File: src/rtl/fspc_pkg.sv
// package of constants for the flash self-programming control block
package fspc_pkg;
    // register placement
    localparam logic [7:0] FSPC_DATA_OFFSET = 8'h57;   // data-space offset
    localparam logic [7:0] FSPC_IO_OFFSET = 8'h37;     // i/o-space offset
    localparam logic [7:0] FSPC_RESET = 8'h00;         // control reset value
    // control bit positions
    localparam int FSPC_BIT_IRQ_EN = 7;
    localparam int FSPC_BIT_BUSY = 6;
    localparam int FSPC_BIT_SIG = 5;
    localparam int FSPC_BIT_REEN = 4;
    localparam int FSPC_BIT_LOCK = 3;
    localparam int FSPC_BIT_PWR = 2;
    localparam int FSPC_BIT_PERS = 1;
    localparam int FSPC_BIT_EN = 0;
    // legal command codes in the low five bits
    localparam logic [4:0] FSPC_CMD_FILL = 5'h01;
    localparam logic [4:0] FSPC_CMD_ERASE = 5'h03;
    localparam logic [4:0] FSPC_CMD_WRITE = 5'h05;
    localparam logic [4:0] FSPC_CMD_LOCK = 5'h09;
    localparam logic [4:0] FSPC_CMD_REEN = 5'h11;
    localparam logic [4:0] FSPC_CMD_SIG = 5'h01;       // signature read adds bit 5 on top
    // windows in cycles
    localparam logic [2:0] FSPC_STORE_WIN = 3'h4;
    localparam logic [2:0] FSPC_LOAD_WIN = 3'h3;
    // flash geometry
    localparam int FSPC_PC_W = 12;
    localparam int FSPC_WORD_W = 5;
    localparam int FSPC_PAGE_W = 7;
    localparam int FSPC_PAGE_WORDS = 32;
    localparam logic [13:0] FSPC_STALLING_REGION_START = 14'h3800;
    localparam logic [13:0] FSPC_BOOT_256 = 14'h3f00;
    localparam logic [13:0] FSPC_BOOT_512 = 14'h3e00;
    localparam logic [13:0] FSPC_BOOT_1K = 14'h3c00;
    localparam logic [13:0] FSPC_BOOT_2K = 14'h3800;
    localparam logic [11:0] FSPC_BOOT_SIZE_256 = 12'h100;
    localparam logic [11:0] FSPC_BOOT_SIZE_512 = 12'h200;
    localparam logic [11:0] FSPC_BOOT_SIZE_1K = 12'h400;
    localparam logic [11:0] FSPC_BOOT_SIZE_2K = 12'h800;
    // programming time
    localparam int FSPC_CLK_HZ = 10_000_000;
    localparam int FSPC_PROG_US = 3300;                 // between 3.2 ms and 3.4 ms
    localparam int FSPC_PROG_CYC = FSPC_PROG_US * (FSPC_CLK_HZ / 1_000_000);
endpackage

File: src/rtl/fspc_timer.sv
// programming duration timer for the flash self-programming block
`timescale 1ns/1ps
module fspc_timer #(
    parameter int PROG_CYC = fspc_pkg::FSPC_PROG_CYC
) (
    // clock and reset
    input wire logic I_SYS_CLK,
    input wire logic I_RESET_N,
    // control
    input wire logic i_start,
    output logic o_busy,
    output logic o_done
);
    // state
    typedef struct packed {
        logic busy;
        logic done;
        logic [15:0] count;
    } fspc_tmr_t;
    fspc_tmr_t st, next_st;

    // next-state logic: load on start, count down, pulse done at zero
    always_comb begin
        next_st = st;
        next_st.done = 1'b0;
        if (i_start && !st.busy) begin
            next_st.busy = 1'b1;
            next_st.count = 16'(PROG_CYC - 1);
        end else if (st.busy) begin
            if (st.count == 16'h0000) begin
                next_st.busy = 1'b0;
                next_st.done = 1'b1;
            end else begin
                next_st.count = st.count - 16'h0001;
            end
        end
    end

    // state register
    always_ff @(posedge I_SYS_CLK or negedge I_RESET_N) begin
        if (!I_RESET_N) begin
            st <= '0;
        end else begin
            st <= next_st;
        end
    end

    assign o_busy = st.busy;
    assign o_done = st.done;
endmodule // fspc_timer

File: src/rtl/fspc_ctrl.sv
// flash self-programming control: control register, command windows, buffer
`timescale 1ns/1ps
// ----------------------------------------------------------------------
// Overview of operation
// - boot fuses pick boot size and start
// - words below 0x3800 are concurrent-read region
// - twelve bit counter, 32 word pages
// - page from pointer 12:6, word 5:1
// - pointer 15:13 ignored; bit zero byte select
// - ready irq while enabled and command idle
// - region program sets busy flag, blocks region
// - busy cleared by re-enable or buffer fill
// - signature read by load; store ignored
// - re-enable store unblocks region when idle
// - re-enable during fill discards buffer
// - lock store writes lock bits from data
// - lock load returns lock or fuse bits
// - write store programs buffer into page
// - erase store clears the chosen page
// - stall core for stalling-region programming
// - fill store puts data pair in buffer
// - enable bit opens four cycle window
// - other command codes do nothing
// - register resets zero at 0x57/0x37
// - programming lasts 3.2 to 3.4 ms
// - programmed bits read zero, unprogrammed one
// ----------------------------------------------------------------------
module fspc_ctrl #(
    parameter int PROG_CYC = fspc_pkg::FSPC_PROG_CYC
) (
    // clock and reset
    input wire logic I_SYS_CLK,
    input wire logic I_RESET_N,
    // register access from the core
    input wire logic I_REG_WE,
    input wire logic I_REG_RE,
    input wire logic I_REG_IO_SPACE,
    input wire logic [7:0] I_REG_ADDR,
    input wire logic [7:0] I_REG_WDATA,
    output logic [7:0] O_REG_RDATA,
    // store / load program-memory instructions
    input wire logic I_STORE,
    input wire logic I_LOAD,
    input wire logic [15:0] I_POINTER,
    input wire logic [15:0] I_DATA_PAIR,
    input wire logic I_GLOBAL_IE,
    output logic O_LOAD_HIT,
    output logic [7:0] O_LOAD_DATA,
    // fuses, lock state and signature
    input wire logic I_BOOT_SIZE_FUSE_HI,
    input wire logic I_BOOT_SIZE_FUSE_LO,
    input wire logic [7:0] I_FUSE_LOW,
    input wire logic [7:0] I_SIG_BYTE,
    // flash array side
    output logic O_ERASE_REQ,
    output logic O_WRITE_REQ,
    output logic [6:0] O_PAGE_SELECT,
    output logic [4:0] O_WORD_SELECT,
    output logic [15:0] O_BUF_RDATA,
    output logic [7:0] O_LOCK_BITS,
    output logic [13:0] O_BOOT_START,
    output logic [11:0] O_BOOT_SIZE,
    // core side status
    output logic O_REGION_BUSY,
    output logic O_CPU_STALL,
    output logic O_READY_IRQ
);
    // ------------------------------------------------------------------
    // types and state
    // ------------------------------------------------------------------
    typedef enum {FSPC_IDLE, FSPC_WIN, FSPC_PROG} fspc_phase_t;
    typedef struct packed {
        logic [7:0] ctrl;           // control/status register
        fspc_phase_t phase;         // command phase
        logic [2:0] win;            // remaining window cycles
        logic [2:0] age;            // cycles since command was set
        logic stall;                // core held during programming
        logic filling;              // buffer fill in progress
        logic [7:0] lock;           // lock bits, 1 = unprogrammed
        logic erase_req;
        logic write_req;
        logic [6:0] page;
        logic [4:0] word;
        logic load_hit;
        logic [7:0] load_data;
    } fspc_state_t;
    fspc_state_t st, next_st;
    logic [15:0] buf_mem [fspc_pkg::FSPC_PAGE_WORDS];   // temporary page buffer
    logic buf_we;
    logic buf_clr;
    logic tmr_start;
    logic tmr_busy;
    logic tmr_done;

    // does the register access hit this register at either offset
    function automatic logic fspc_hit(input logic io, input logic [7:0] a);
        fspc_hit = io ? (a == fspc_pkg::FSPC_IO_OFFSET) :
                        (a == fspc_pkg::FSPC_DATA_OFFSET);
    endfunction

    // is a page inside the stalling region
    function automatic logic fspc_in_stall(input logic [6:0] pg);
        fspc_in_stall = ({pg, 7'h00} >= fspc_pkg::FSPC_STALLING_REGION_START);
    endfunction

    wire logic reg_wr = I_REG_WE && fspc_hit(I_REG_IO_SPACE, I_REG_ADDR);
    wire logic [4:0] cmd = st.ctrl[4:0];
    wire logic [6:0] ptr_page = I_POINTER[12:6];
    wire logic [4:0] ptr_word = I_POINTER[5:1];
    wire logic load_ok = (st.phase == FSPC_WIN) && (st.age < fspc_pkg::FSPC_LOAD_WIN);

    // ------------------------------------------------------------------
    // boot region decode from fuses
    // ------------------------------------------------------------------
    // boot start and size from the two fuse bits
    always_comb begin
        case ({I_BOOT_SIZE_FUSE_HI, I_BOOT_SIZE_FUSE_LO})
            2'b11: begin
                O_BOOT_START = fspc_pkg::FSPC_BOOT_256;
                O_BOOT_SIZE = fspc_pkg::FSPC_BOOT_SIZE_256;
            end
            2'b10: begin
                O_BOOT_START = fspc_pkg::FSPC_BOOT_512;
                O_BOOT_SIZE = fspc_pkg::FSPC_BOOT_SIZE_512;
            end
            2'b01: begin
                O_BOOT_START = fspc_pkg::FSPC_BOOT_1K;
                O_BOOT_SIZE = fspc_pkg::FSPC_BOOT_SIZE_1K;
            end
            default: begin
                O_BOOT_START = fspc_pkg::FSPC_BOOT_2K;
                O_BOOT_SIZE = fspc_pkg::FSPC_BOOT_SIZE_2K;
            end
        endcase
    end

    // ------------------------------------------------------------------
    // command sequencer
    // ------------------------------------------------------------------
    // one next-state process for register, windows and requests
    always_comb begin
        next_st = st;
        next_st.erase_req = 1'b0;
        next_st.write_req = 1'b0;
        next_st.load_hit = 1'b0;
        buf_we = 1'b0;
        buf_clr = 1'b0;
        tmr_start = 1'b0;
        if (st.age != 3'h7) begin
            next_st.age = st.age + 3'h1;
        end
        case (st.phase)
            FSPC_IDLE: begin
                if (reg_wr) begin
                    next_st.ctrl[fspc_pkg::FSPC_BIT_IRQ_EN] = I_REG_WDATA[7];
                    next_st.ctrl[4:0] = I_REG_WDATA[4:0];   // busy bit stays hardware-owned
                    next_st.ctrl[fspc_pkg::FSPC_BIT_SIG] = I_REG_WDATA[5];
                    if (I_REG_WDATA[fspc_pkg::FSPC_BIT_EN]) begin
                        next_st.phase = FSPC_WIN;
                        next_st.win = fspc_pkg::FSPC_STORE_WIN;
                        next_st.age = 3'h0;
                    end
                    if (I_REG_WDATA[fspc_pkg::FSPC_BIT_REEN] && st.filling) begin
                        buf_clr = 1'b1;
                        next_st.filling = 1'b0;
                    end
                end
            end
            FSPC_WIN: begin
                if (I_LOAD && load_ok && (cmd == fspc_pkg::FSPC_CMD_LOCK)) begin
                    next_st.load_hit = 1'b1;
                    next_st.load_data = I_POINTER[0] ? I_FUSE_LOW : st.lock;
                    next_st.ctrl[5:0] = 6'h00;
                    next_st.phase = FSPC_IDLE;
                end else if (I_LOAD && load_ok && st.ctrl[fspc_pkg::FSPC_BIT_SIG]
                             && (cmd == fspc_pkg::FSPC_CMD_FILL)) begin
                    next_st.load_hit = 1'b1;
                    next_st.load_data = I_SIG_BYTE;
                    next_st.ctrl[5:0] = 6'h00;
                    next_st.phase = FSPC_IDLE;
                end else if (I_STORE) begin
                    next_st.ctrl[5:0] = 6'h00;
                    next_st.phase = FSPC_IDLE;
                    if (st.ctrl[fspc_pkg::FSPC_BIT_SIG]) begin
                        next_st.ctrl[5:0] = 6'h00;
                    end else begin
                        case (cmd)
                            fspc_pkg::FSPC_CMD_FILL: begin
                                buf_we = 1'b1;
                                next_st.filling = 1'b1;
                                next_st.ctrl[fspc_pkg::FSPC_BIT_BUSY] = 1'b0;
                            end
                            fspc_pkg::FSPC_CMD_REEN: begin
                                next_st.ctrl[fspc_pkg::FSPC_BIT_BUSY] = 1'b0;
                            end
                            fspc_pkg::FSPC_CMD_ERASE, fspc_pkg::FSPC_CMD_WRITE,
                            fspc_pkg::FSPC_CMD_LOCK: begin
                                tmr_start = 1'b1;
                                next_st.phase = FSPC_PROG;
                                next_st.ctrl[5:0] = st.ctrl[5:0];
                                next_st.page = ptr_page;
                                if (cmd == fspc_pkg::FSPC_CMD_LOCK) begin
                                    next_st.lock = st.lock & I_DATA_PAIR[7:0];
                                end else begin
                                    next_st.filling = 1'b0;
                                    if (fspc_in_stall(ptr_page)) begin
                                        next_st.stall = 1'b1;
                                    end else begin
                                        next_st.ctrl[fspc_pkg::FSPC_BIT_BUSY] = 1'b1;
                                    end
                                end
                            end
                            default: begin
                                next_st.ctrl[5:0] = 6'h00;
                            end
                        endcase
                    end
                end else if (st.win == 3'h1) begin
                    next_st.ctrl[5:0] = 6'h00;
                    next_st.ctrl[fspc_pkg::FSPC_BIT_BUSY] = st.ctrl[6];
                    next_st.phase = FSPC_IDLE;
                end else begin
                    next_st.win = st.win - 3'h1;
                end
            end
            FSPC_PROG: begin
                if (tmr_done) begin
                    next_st.erase_req = (cmd == fspc_pkg::FSPC_CMD_ERASE);
                    next_st.write_req = (cmd == fspc_pkg::FSPC_CMD_WRITE);
                    if (cmd == fspc_pkg::FSPC_CMD_WRITE) begin
                        buf_clr = 1'b1;
                    end
                    next_st.ctrl[5:0] = 6'h00;      // busy bit 6 waits for a re-enable or fill store
                    next_st.stall = 1'b0;
                    next_st.phase = FSPC_IDLE;
                end
            end
            default: begin
                next_st.phase = FSPC_IDLE;
            end
        endcase
        if (reg_wr && st.phase != FSPC_IDLE) begin
            next_st.ctrl[fspc_pkg::FSPC_BIT_IRQ_EN] = I_REG_WDATA[7];
        end
        if (buf_we) begin
            next_st.word = ptr_word;
        end
    end

    // state register with asynchronous reset
    always_ff @(posedge I_SYS_CLK or negedge I_RESET_N) begin
        if (!I_RESET_N) begin
            st <= '0;
            st.ctrl <= fspc_pkg::FSPC_RESET;
            st.phase <= FSPC_IDLE;
            st.lock <= 8'hff;
        end else begin
            st <= next_st;
        end
    end

    // temporary page buffer; erased words read all ones
    always_ff @(posedge I_SYS_CLK) begin
        for (int i = 0; i < fspc_pkg::FSPC_PAGE_WORDS; i++) begin
            if (buf_clr) begin
                buf_mem[i] <= 16'hffff;
            end else if (buf_we && (ptr_word == 5'(i))) begin
                buf_mem[i] <= I_DATA_PAIR;
            end
        end
    end

    // ------------------------------------------------------------------
    // programming timer
    // ------------------------------------------------------------------
    fspc_timer #(
        .PROG_CYC(PROG_CYC)
    ) u_timer (
        .I_SYS_CLK(I_SYS_CLK),
        .I_RESET_N(I_RESET_N),
        .i_start(tmr_start),
        .o_busy(tmr_busy),
        .o_done(tmr_done)
    );

    // ------------------------------------------------------------------
    // outputs
    // ------------------------------------------------------------------
    assign O_REG_RDATA = (I_REG_RE && fspc_hit(I_REG_IO_SPACE, I_REG_ADDR)) ? st.ctrl : 8'h00;
    assign O_LOAD_HIT = st.load_hit;
    assign O_LOAD_DATA = st.load_data;
    assign O_ERASE_REQ = st.erase_req;
    assign O_WRITE_REQ = st.write_req;
    assign O_PAGE_SELECT = st.page;
    assign O_WORD_SELECT = st.word;
    assign O_BUF_RDATA = buf_mem[st.word];
    assign O_LOCK_BITS = st.lock;
    assign O_REGION_BUSY = st.ctrl[fspc_pkg::FSPC_BIT_BUSY];
    assign O_CPU_STALL = st.stall;
    // interrupt requested while the command bit reads zero
    assign O_READY_IRQ = st.ctrl[fspc_pkg::FSPC_BIT_IRQ_EN] && I_GLOBAL_IE
                         && !st.ctrl[fspc_pkg::FSPC_BIT_EN];

    // ------------------------------------------------------------------
    // assertions
    // ------------------------------------------------------------------
    property p_irq;
        @(posedge I_SYS_CLK) disable iff (!I_RESET_N)
        (st.ctrl[7] && I_GLOBAL_IE && !st.ctrl[0]) |-> O_READY_IRQ;
    endproperty
    a_irq: assert property (p_irq) else $error("ready irq missing");

    property p_win;
        @(posedge I_SYS_CLK) disable iff (!I_RESET_N)
        (st.phase == FSPC_WIN && !I_STORE && !I_LOAD)[*4] |=> !st.ctrl[0];
    endproperty
    a_win: assert property (p_win) else $error("window not closed");

    property p_expire;
        @(posedge I_SYS_CLK) disable iff (!I_RESET_N)
        $fell(st.ctrl[0]) |-> st.ctrl[5:1] == 5'h00;
    endproperty
    a_expire: assert property (p_expire) else $error("qualifiers left set");

    property p_stall;
        @(posedge I_SYS_CLK) disable iff (!I_RESET_N)
        O_CPU_STALL |-> st.ctrl[0] && st.phase == FSPC_PROG;
    endproperty
    a_stall: assert property (p_stall) else $error("stall outside programming");

    property p_busy;
        @(posedge I_SYS_CLK) disable iff (!I_RESET_N)
        (st.phase == FSPC_WIN && I_STORE && !st.ctrl[5] && (cmd == fspc_pkg::FSPC_CMD_WRITE)
         && !fspc_in_stall(ptr_page)) |=> O_REGION_BUSY;
    endproperty
    a_busy: assert property (p_busy) else $error("busy flag not set");

    property p_fill;
        @(posedge I_SYS_CLK) disable iff (!I_RESET_N)
        (st.phase == FSPC_WIN && I_STORE && !st.ctrl[5] && cmd == fspc_pkg::FSPC_CMD_FILL)
        |=> !O_REGION_BUSY && O_WORD_SELECT == $past(ptr_word);
    endproperty
    a_fill: assert property (p_fill) else $error("fill wrong");

    property p_bad;
        @(posedge I_SYS_CLK) disable iff (!I_RESET_N)
        (st.phase == FSPC_WIN && I_STORE && cmd != fspc_pkg::FSPC_CMD_ERASE
         && cmd != fspc_pkg::FSPC_CMD_WRITE && cmd != fspc_pkg::FSPC_CMD_LOCK) |=> !tmr_busy;
    endproperty
    a_bad: assert property (p_bad) else $error("illegal code started work");

    property p_done;
        @(posedge I_SYS_CLK) disable iff (!I_RESET_N)
        tmr_done |=> st.phase == FSPC_IDLE && !st.ctrl[0];
    endproperty
    a_done: assert property (p_done) else $error("enable not cleared");

    c_write: cover property (@(posedge I_SYS_CLK) O_WRITE_REQ);
    c_load: cover property (@(posedge I_SYS_CLK) O_LOAD_HIT);
    c_stall: cover property (@(posedge I_SYS_CLK) O_CPU_STALL);
endmodule // fspc_ctrl

File: config.mk
export PLATFORM = sky130hd
export DESIGN_NAME = fspc_ctrl
export DESIGN_NICKNAME = d
export VERILOG_FILES = /design/src/rtl/fspc_pkg.sv /design/src/rtl/fspc_timer.sv /design/src/rtl/fspc_ctrl.sv
export SDC_FILE = /design/constraint.sdc
export NUM_CORES = 1
export LEC_CHECK = 0
export BUFFER_PORTS_ARGS = -buffer_cell sky130_fd_sc_hd__buf_4
export CAP_MARGIN = 20
export CORE_MARGIN = 2
export CORE_UTILIZATION = 45
export DETAILED_ROUTE_END_ITERATION = 10
export SLEW_MARGIN = 5
export SYNTH_ARGS = -nofsm -noshare
export SYNTH_HDL_FRONTEND = slang
export SYNTH_SLANG_ARGS = --single-unit
File: constraint.sdc
create_clock -name I_SYS_CLK -period 6 [get_ports I_SYS_CLK]
set_input_delay 1.2 -clock I_SYS_CLK [delete_from_list [all_inputs] [get_ports I_SYS_CLK]]
set_output_delay 1.2 -clock I_SYS_CLK [all_outputs]
set_load 0.01 [all_outputs]
==> results.txt, run 1 <==
number of fill cells -> 5302
Peak VDD IR -> 0.224 mV
I/O pin cnt -> 158
max_cap viols -> 0
initial antenna violation count -> 3
final worst path period need -> 4.87 ns
worst skew pair latency -> 0.65 ns
fmax -> 205 MHz
Via-to-Cell Ratio -> 6.06
gr ovfl total -> 0
Mean Syn Cell Area -> 13.2 um2
GP Congestion -> 0.814
htree depth -> 2
Cell Pwr Density -> 274 nW/um2
CP Capture Type -> output pin
routed vias -> 18329
initial core utilization -> 45.5%
NumNets Final -> 2223
first-pass GRT wire length -> 115000 um
WL per Instance -> 25.6 um
Post-CTS Hold Buffers -> 0
CP Launch Type -> register
largest net degree at the start of global routing -> 149
Worst path max stage delay -> 0.89 ns
Worst Tran Pin Value -> 1.06 ns
share of post-route cells with drive strength above 1 -> 24.4%
Area Growth Syn to Fin -> 11.5%
leading cell type in the layout, fill and taps excluded -> nand3_1
commonest non-fill, non-tap cells in the layout -> nand3_1, edfxtp_1, nor2_1
CP max-delay cell -> dfrtp_4
CTS tree -> built
Die Height -> 254 um
number of synthesized flops with an enable pin -> 512
worst hold slack -> 0.479 ns
leading register cell type out of synthesis -> edfxtp_1
WP data required -> 4.80 ns
Reg clk slew, reported paths -> 0.06 ns
Final ANT Viol Nets -> 0
area post-placement -> 29400 um2
setup violators final -> 0
PnR worst setup slack -> 1.13 ns
Ys Warns -> 0
Seq/Total Area, Yosys -> 60.7%
Seq cells post-synth -> 579
total length of routed wires -> 77500 um
final cycle utilization of the critical path -> 81.2%
TritonCTS Buffers -> 60
die area -> 64400 um2
placed insts -> 2913
DRT Pass-1 Iters -> 6
Reg area -> 17100 um2
Final Hold Vio Count -> 0
PortBufs -> 134
CTS sink cnt -> 579
critical-path maximum fanout -> 32
Setup Buffers After CTS -> 0
row cnt -> 91
Mapped Area -> 28100 um2
Clock Root Buffer -> clkbuf_16
DRC violations left -> 0
CP Cell Sequence -> buf_4 > mux4_2 > mux4_2 > mux2_2 > buf_4
clk buf depth -> 3
setup TNS -> 0 ns
setup repair after global routing missed its margin -> false
P_leak -> 11.2 nW
Setup Skew -> 0.0329 ns
Core Footprint -> 61700 um2
Crit Path Class -> register to output pin
asr flop ratio synth -> 11.6%
area of the multi-input gates -> 9580 um2
slew margin rel. -> 29.0%
final instance area -> 31300 um2
vias in the first global route -> 18210
Crit path arrival time -> 3.67 ns
Post-CTS Resized -> 0
Slew Limit Fails -> 0
Die X -> 254 um
pre-CTS setup slack -> 1.67 ns
Worst Hold Class -> register to register
non-filler instance count after layout -> 3025
DRT iter0 DRCs -> 2140
GRT Util Overall -> 24.3%
Synth cell types -> 59
status -> completed
post-DP HPWL -> 46500 um
Synth Instances -> 2123
## sequential cells by signal (all words and copies together), names as in the netlist, 5 cells and up
register	count
O_PAGE_SELECT	7
O_LOAD_DATA	8
buf_mem	512
O_LOCK_BITS	8
cmd	5
u_timer.st	16
st	11
O_WORD_SELECT	5
## synthesized netlist by cell type (9+ instances only)
master / n / share of area [%]
buf_1: 18 / 0.24
nand2_1: 54 / 0.72
clkbuf_1: 112 / 1.5
and2_1: 11 / 0.25
nor4_1: 9 / 0.20
dfrtp_1: 59 / 5.3
edfxtp_1: 512 / 55
nor2_1: 275 / 3.7
mux2_2: 25 / 1.0
mux4_2: 160 / 13
buf_4: 100 / 2.7
nand2b_1: 9 / 0.20
buf_6: 23 / 0.92
mux2i_1: 30 / 1.1
buf_2: 20 / 0.36
ha_1: 10 / 0.45
nand3_1: 524 / 9.3
inv_1: 16 / 0.21
nand3b_1: 11 / 0.29
o21ai_0: 38 / 0.68
## layer usage
layer  vias to the layer above  share of wire, %  GRT usage [%]
met4                         4               3.5           9.23
met3                       154                10           4.53
li1                       7985                 -              -
met1                      9173                39           33.1
met5                         -             0.030              0
met2                      1013                47           38.9
## area by class of cell
| type | count | share of cell area [%] |
|---|---|---|
| Timing Repair Buffer | 210 | 5.34 |
| Clock buffer | 77 | 5.06 |
| Clock inverter | 33 | 0.959 |
| Antenna cell | 1 | 0.00799 |
| Multi-Input combinational cell | 1272 | 30.6 |
| Tap cell | 837 | 3.34 |
| Inverter | 16 | 0.192 |
| Sequential cell | 579 | 54.5 |
## final timing paths
path	start	endpoint	slack, ns	depth (start not counted)
worst min register to register	O_LOCK_BITS[1]	O_LOCK_BITS[1]	0.48	1
worst max register to register	st[40]	buf_mem[21][1]	2.20	7
max in group asynchronous	I_RESET_N	O_WORD_SELECT[1]	4.62	1
worst max-delay path	O_WORD_SELECT[0]	O_BUF_RDATA[4]	1.13	5
worst min-delay path	O_LOCK_BITS[1]	O_LOCK_BITS[1]	0.48	1
min in group asynchronous	I_RESET_N	O_PAGE_SELECT[4]	0.71	1
## power by group
group	internal, mW	switching, mW	leakage [nW]
combinational	0.223	0.297	3.57
sequential	4.36	0.0701	6.76
clock	2.07	1.58	0.914
## cell families after synthesis
group | Yosys count | synth area share (%)
AOI/OAI and AO/OA | 75 | 1.69
xor gates and xnor gates | 14 | 0.437
adders and majority gates | 11 | 0.481
buffers and inverters | 289 | 5.90
DFF | 579 | 60.7
muxes | 215 | 14.9
other | 2 | 0.0267
and+or+nand+nor | 938 | 15.8
## worst max-delay path: cells and delay by family, from the launching register on
family,cells,cell delay (ns)
DFF,1,0.89
muxes,3,1.40
buffers and inverters,2,0.71
## per-stage QoR
step	power, mW	utilization, %
after floorplan	4.85	-
after global placement	5.03	47.6
after detailed placement	5.03	47.7
after CTS	8.64	50.7
after global routing	8.82	50.7
final	8.59	50.7
(Power assumes the default switching activity.)
==> run 2: changes to the inputs <==
--- a/config.mk
+++ b/config.mk
@@ -5,6 +5,7 @@
 export SDC_FILE = /design/constraint.sdc
 export NUM_CORES = 1
 export LEC_CHECK = 0
+export ABC_AREA = 1
 export BUFFER_PORTS_ARGS = -buffer_cell sky130_fd_sc_hd__buf_4
 export CAP_MARGIN = 20
 export CORE_MARGIN = 2
==> constraint.sdc (replaced) <==
create_clock -name I_SYS_CLK -period 4.55 [get_ports I_SYS_CLK]
set_input_delay 0.91 -clock I_SYS_CLK [delete_from_list [all_inputs] [get_ports I_SYS_CLK]]
set_output_delay 0.91 -clock I_SYS_CLK [all_outputs]
set_load 0.01 [all_outputs]
==> run 2 against run 1 <==
Effect of this change: largest power group unchanged; worst hold slack worse by 0.070 ns; cell count is 28% higher; non-clock buffer count is 5 higher; highest routed layer is now met4; area after synthesis is 0.86% higher.
==> results.txt, run 2 <==
gr ovfl total -> 0 (unchanged)
Mapped Area -> 28300 um2 (was 28100 um2)
Area Growth Syn to Fin -> 12.1% (was 11.5%)
Die X -> 255 um (was 254 um)
vias in the first global route -> 20561 (was 18210)
die area -> 65000 um2 (was 64400 um2)
Final ANT Viol Nets -> 0 (unchanged)
final worst path period need -> 4.01 ns
Top reg by flops -> buf_mem (unchanged)
Mean Syn Cell Area -> 9.43 um2 (was 13.2 um2)
critical-path maximum fanout -> 75 (was 32)
clk buf depth -> 3 (unchanged)
final instance area -> 31800 um2 (was 31300 um2)
Ys Warns -> 0 (unchanged)
Crit Path Class -> register to output pin (unchanged)
CP Launch Type -> register (unchanged)
Clock Root Buffer -> clkbuf_16 (unchanged)
WP data required -> 3.64 ns (was 4.80 ns)
Synth Instances -> 3004 (was 2123)
FF-to-FF End -> buf_mem[16][1] (was buf_mem[21][1])
status -> completed (unchanged)
CTS sink cnt -> 579 (unchanged)
Seq/Total Area, Yosys -> 60.2% (was 60.7%)
Setup Skew -> 0.0165 ns (was 0.0329 ns)
max_cap viols -> 0 (unchanged)
first-pass GRT wire length -> 122000 um (was 115000 um)
P_leak -> 12.1 nW (was 11.2 nW)
RR Startpoint -> st[39] (was st[40])
worst skew pair latency -> 0.63 ns (was 0.65 ns)
TritonCTS Buffers -> 60 (unchanged)
Worst Hold Class -> input port to async pin (was register to register)
Seq cells post-synth -> 579 (unchanged)
setup violators final -> 0 (unchanged)
biggest regs -> buf_mem (512), u_timer.st (16), st (11) (unchanged)
largest area contributor in the netlist -> edfxtp_1 (unchanged)
flop-to-flop setup slack -> 1.60 ns (was 2.20 ns)
Final Hold Vio Count -> 0 (unchanged)
leading register cell type out of synthesis -> edfxtp_1 (unchanged)
Top delay family on crit path -> buffers and inverters (was multiplexers)
worst hold slack -> 0.409 ns (was 0.479 ns)
htree depth -> 2 (unchanged)
number of synthesized flops with an enable pin -> 512 (unchanged)
max FFs per register -> 512 (unchanged)
total length of routed wires -> 80000 um (was 77500 um)
leading cell type in the layout, fill and taps excluded -> nand3_1 (unchanged)
ant diodes -> 0 (was 1)
initial core utilization -> 45.7% (was 45.5%)
Worst Tran Pin Value -> 1.08 ns (was 1.06 ns)
Core Footprint -> 61900 um2 (was 61700 um2)
GRT Util Overall -> 24.6% (was 24.3%)
Crit path arrival time -> 3.10 ns (was 3.67 ns)
Buf+Inv Stages, Crit Path -> 2 (unchanged)
non-filler instance count after layout -> 3872 (was 3025)
CP max-delay cell -> buf_4 (was dfrtp_4)
Reg clk slew, reported paths -> 0.06 ns (about the same)
DRT iter0 DRCs -> 2149 (was 2140)
asr flop ratio synth -> 11.6% (unchanged)
CP Capture Type -> output pin (unchanged)
DRC violations left -> 0 (unchanged)
Worst R2R Path Depth -> 8 (was 7)
top post-synthesis cells by count -> nand3_1, nand2_1, edfxtp_1 (was nand3_1, edfxtp_1, nor2_1)
CTS tree -> built (unchanged)
Worst path max stage delay -> 0.68 ns (was 0.89 ns)
NumNets Final -> 3071 (was 2223)
WL per Instance -> 20.7 um (was 25.6 um)
Setup Buffers After CTS -> 0 (unchanged)
row cnt -> 91 (unchanged)
Design Power -> 11.0 mW (was 8.59 mW)
slew margin rel. -> 28.1% (was 29.0%)
most common cell in the netlist -> nand3_1 (unchanged)
post-DP HPWL -> 47900 um (was 46500 um)
commonest non-fill, non-tap cells in the layout -> nand3_1, nand2_1, edfxtp_1 (was nand3_1, edfxtp_1, nor2_1)
PortBufs -> 134 (unchanged)
Post-CTS Resized -> 0 (unchanged)
largest net degree at the start of global routing -> 147 (was 149)
I/O pin cnt -> 158 (unchanged)
post-synth top area share -> 54.3% (was 54.7%)
Cell Pwr Density -> 348 nW/um2 (was 274 nW/um2)
initial antenna violation count -> 0 (was 3)
final cycle utilization of the critical path -> 88.1%
CP dominant cell by count -> nand2_1
placed insts -> 3762 (was 2913)
setup repair after global routing missed its margin -> false (unchanged)
Synth cell types -> 36 (was 59)
area post-placement -> 29800 um2 (was 29400 um2)
setup TNS -> 0 ns (unchanged)
GP Congestion -> 0.916 (was 0.814)
Peak VDD IR -> 0.305 mV (was 0.224 mV)
Via-to-Cell Ratio -> 5.66 (was 6.06)
share of post-route cells with drive strength above 1 -> 11.8% (was 24.4%)
Die Height -> 255 um (was 254 um)
ranking of synthesized cells by area -> edfxtp_1, nand3_1, nand2_1 (was edfxtp_1, mux4_2, nand3_1)
Slew Limit Fails -> 0 (unchanged)
DRT Pass-1 Iters -> 8 (was 6)
Post-CTS Hold Buffers -> 0 (unchanged)
routed vias -> 21917 (was 18329)
CP Cell Sequence -> buf_4 > nand2_1 > nand3_1 > nand3_1 > nand2_1 > nand2_1 > nand2_1 > nor2_1 > a21oi_1 > buf_4 (was buf_4 > mux4_2 > mux4_2 > mux2_2 > buf_4)
fmax -> 249 MHz
run 2: cell types whose count changed in the layout (fill, tap and decap cells not counted), sizes merged, moves of 9 or more:
cell / change
nand3: +338
mux2i: -30
mux2: -25
nand2b: -9
o21ai: +27
mux4: -160
and2: -11
nand2: +662
o31ai: +14
a21oi: +92
nor2: -96
inv: +90
run 2: kinds of logic after synthesis:
| family | synth area share [%] |
|---|---|
| flip-flops | 60.2 |
| buffers and inverters | 6.71 |
| other | 0.0265 |
| XOR/XNOR | 0.216 |
| adder cells (fa/ha/maj) | 0.442 |
| AO/OA/AOI/OAI | 3.88 |
| AND/OR/NAND/NOR | 28.5 |
run 2: area by class of cell:
class / count / area (um2)
clock buffers: 77 / 1640
clock inverters: 33 / 354
fillers: 5693 / 30200
inverters: 109 / 418
multi-input cells: 2022 / 9440
flip-flops and latches: 579 / 17100
well taps: 837 / 1050
repair buffers: 215 / 1800
run 2: per-stage QoR:
stage               utilization, %  setup WS (ns)
floorplan                        -           1.33
global placement              48.0           1.17
detailed placement            48.1           1.21
CTS                           51.3          0.529
global route                  51.3          0.405
finish                        51.3          0.541
run 2: report_power, final:
| part | internal [mW] | total, mW | switching [mW] |
|---|---|---|---|
| sequential | 5.72 | 5.74 | 0.0149 |
| combinational | 0.0895 | 0.309 | 0.219 |
| clock | 2.93 | 5.00 | 2.08 |
run 2: how the worst max path moves through the flow:
stage	startpoint	to	slack (ns)	cells past startpoint
after global placement	O_WORD_SELECT[0]	O_BUF_RDATA[8]	1.17	10
after CTS	O_WORD_SELECT[0]	O_BUF_RDATA[0]	0.53	10
after detailed placement	I_REG_ADDR[4]	buf_mem[16][1]	1.21	11
after global routing	O_WORD_SELECT[0]	O_BUF_RDATA[8]	0.40	10
final	O_WORD_SELECT[0]	O_BUF_RDATA[8]	0.54	10
after floorplan	I_STORE	buf_mem[10][0]	1.33	5
run 2: metal layers:
| metal | GRT usage (%) | wire, um | vias up | part of all wire, % |
|---|---|---|---|---|
| li1 | - | - | 10271 | - |
| met1 | 35.0 | 33700 | 10518 | 42 |
| met2 | 39.1 | 36800 | 1007 | 46 |
| met3 | 3.46 | 7030 | 121 | 8.8 |
| met4 | 7.99 | 2440 | 0 | 3.0 |
| met5 | 0 | 0 | - | 0 |
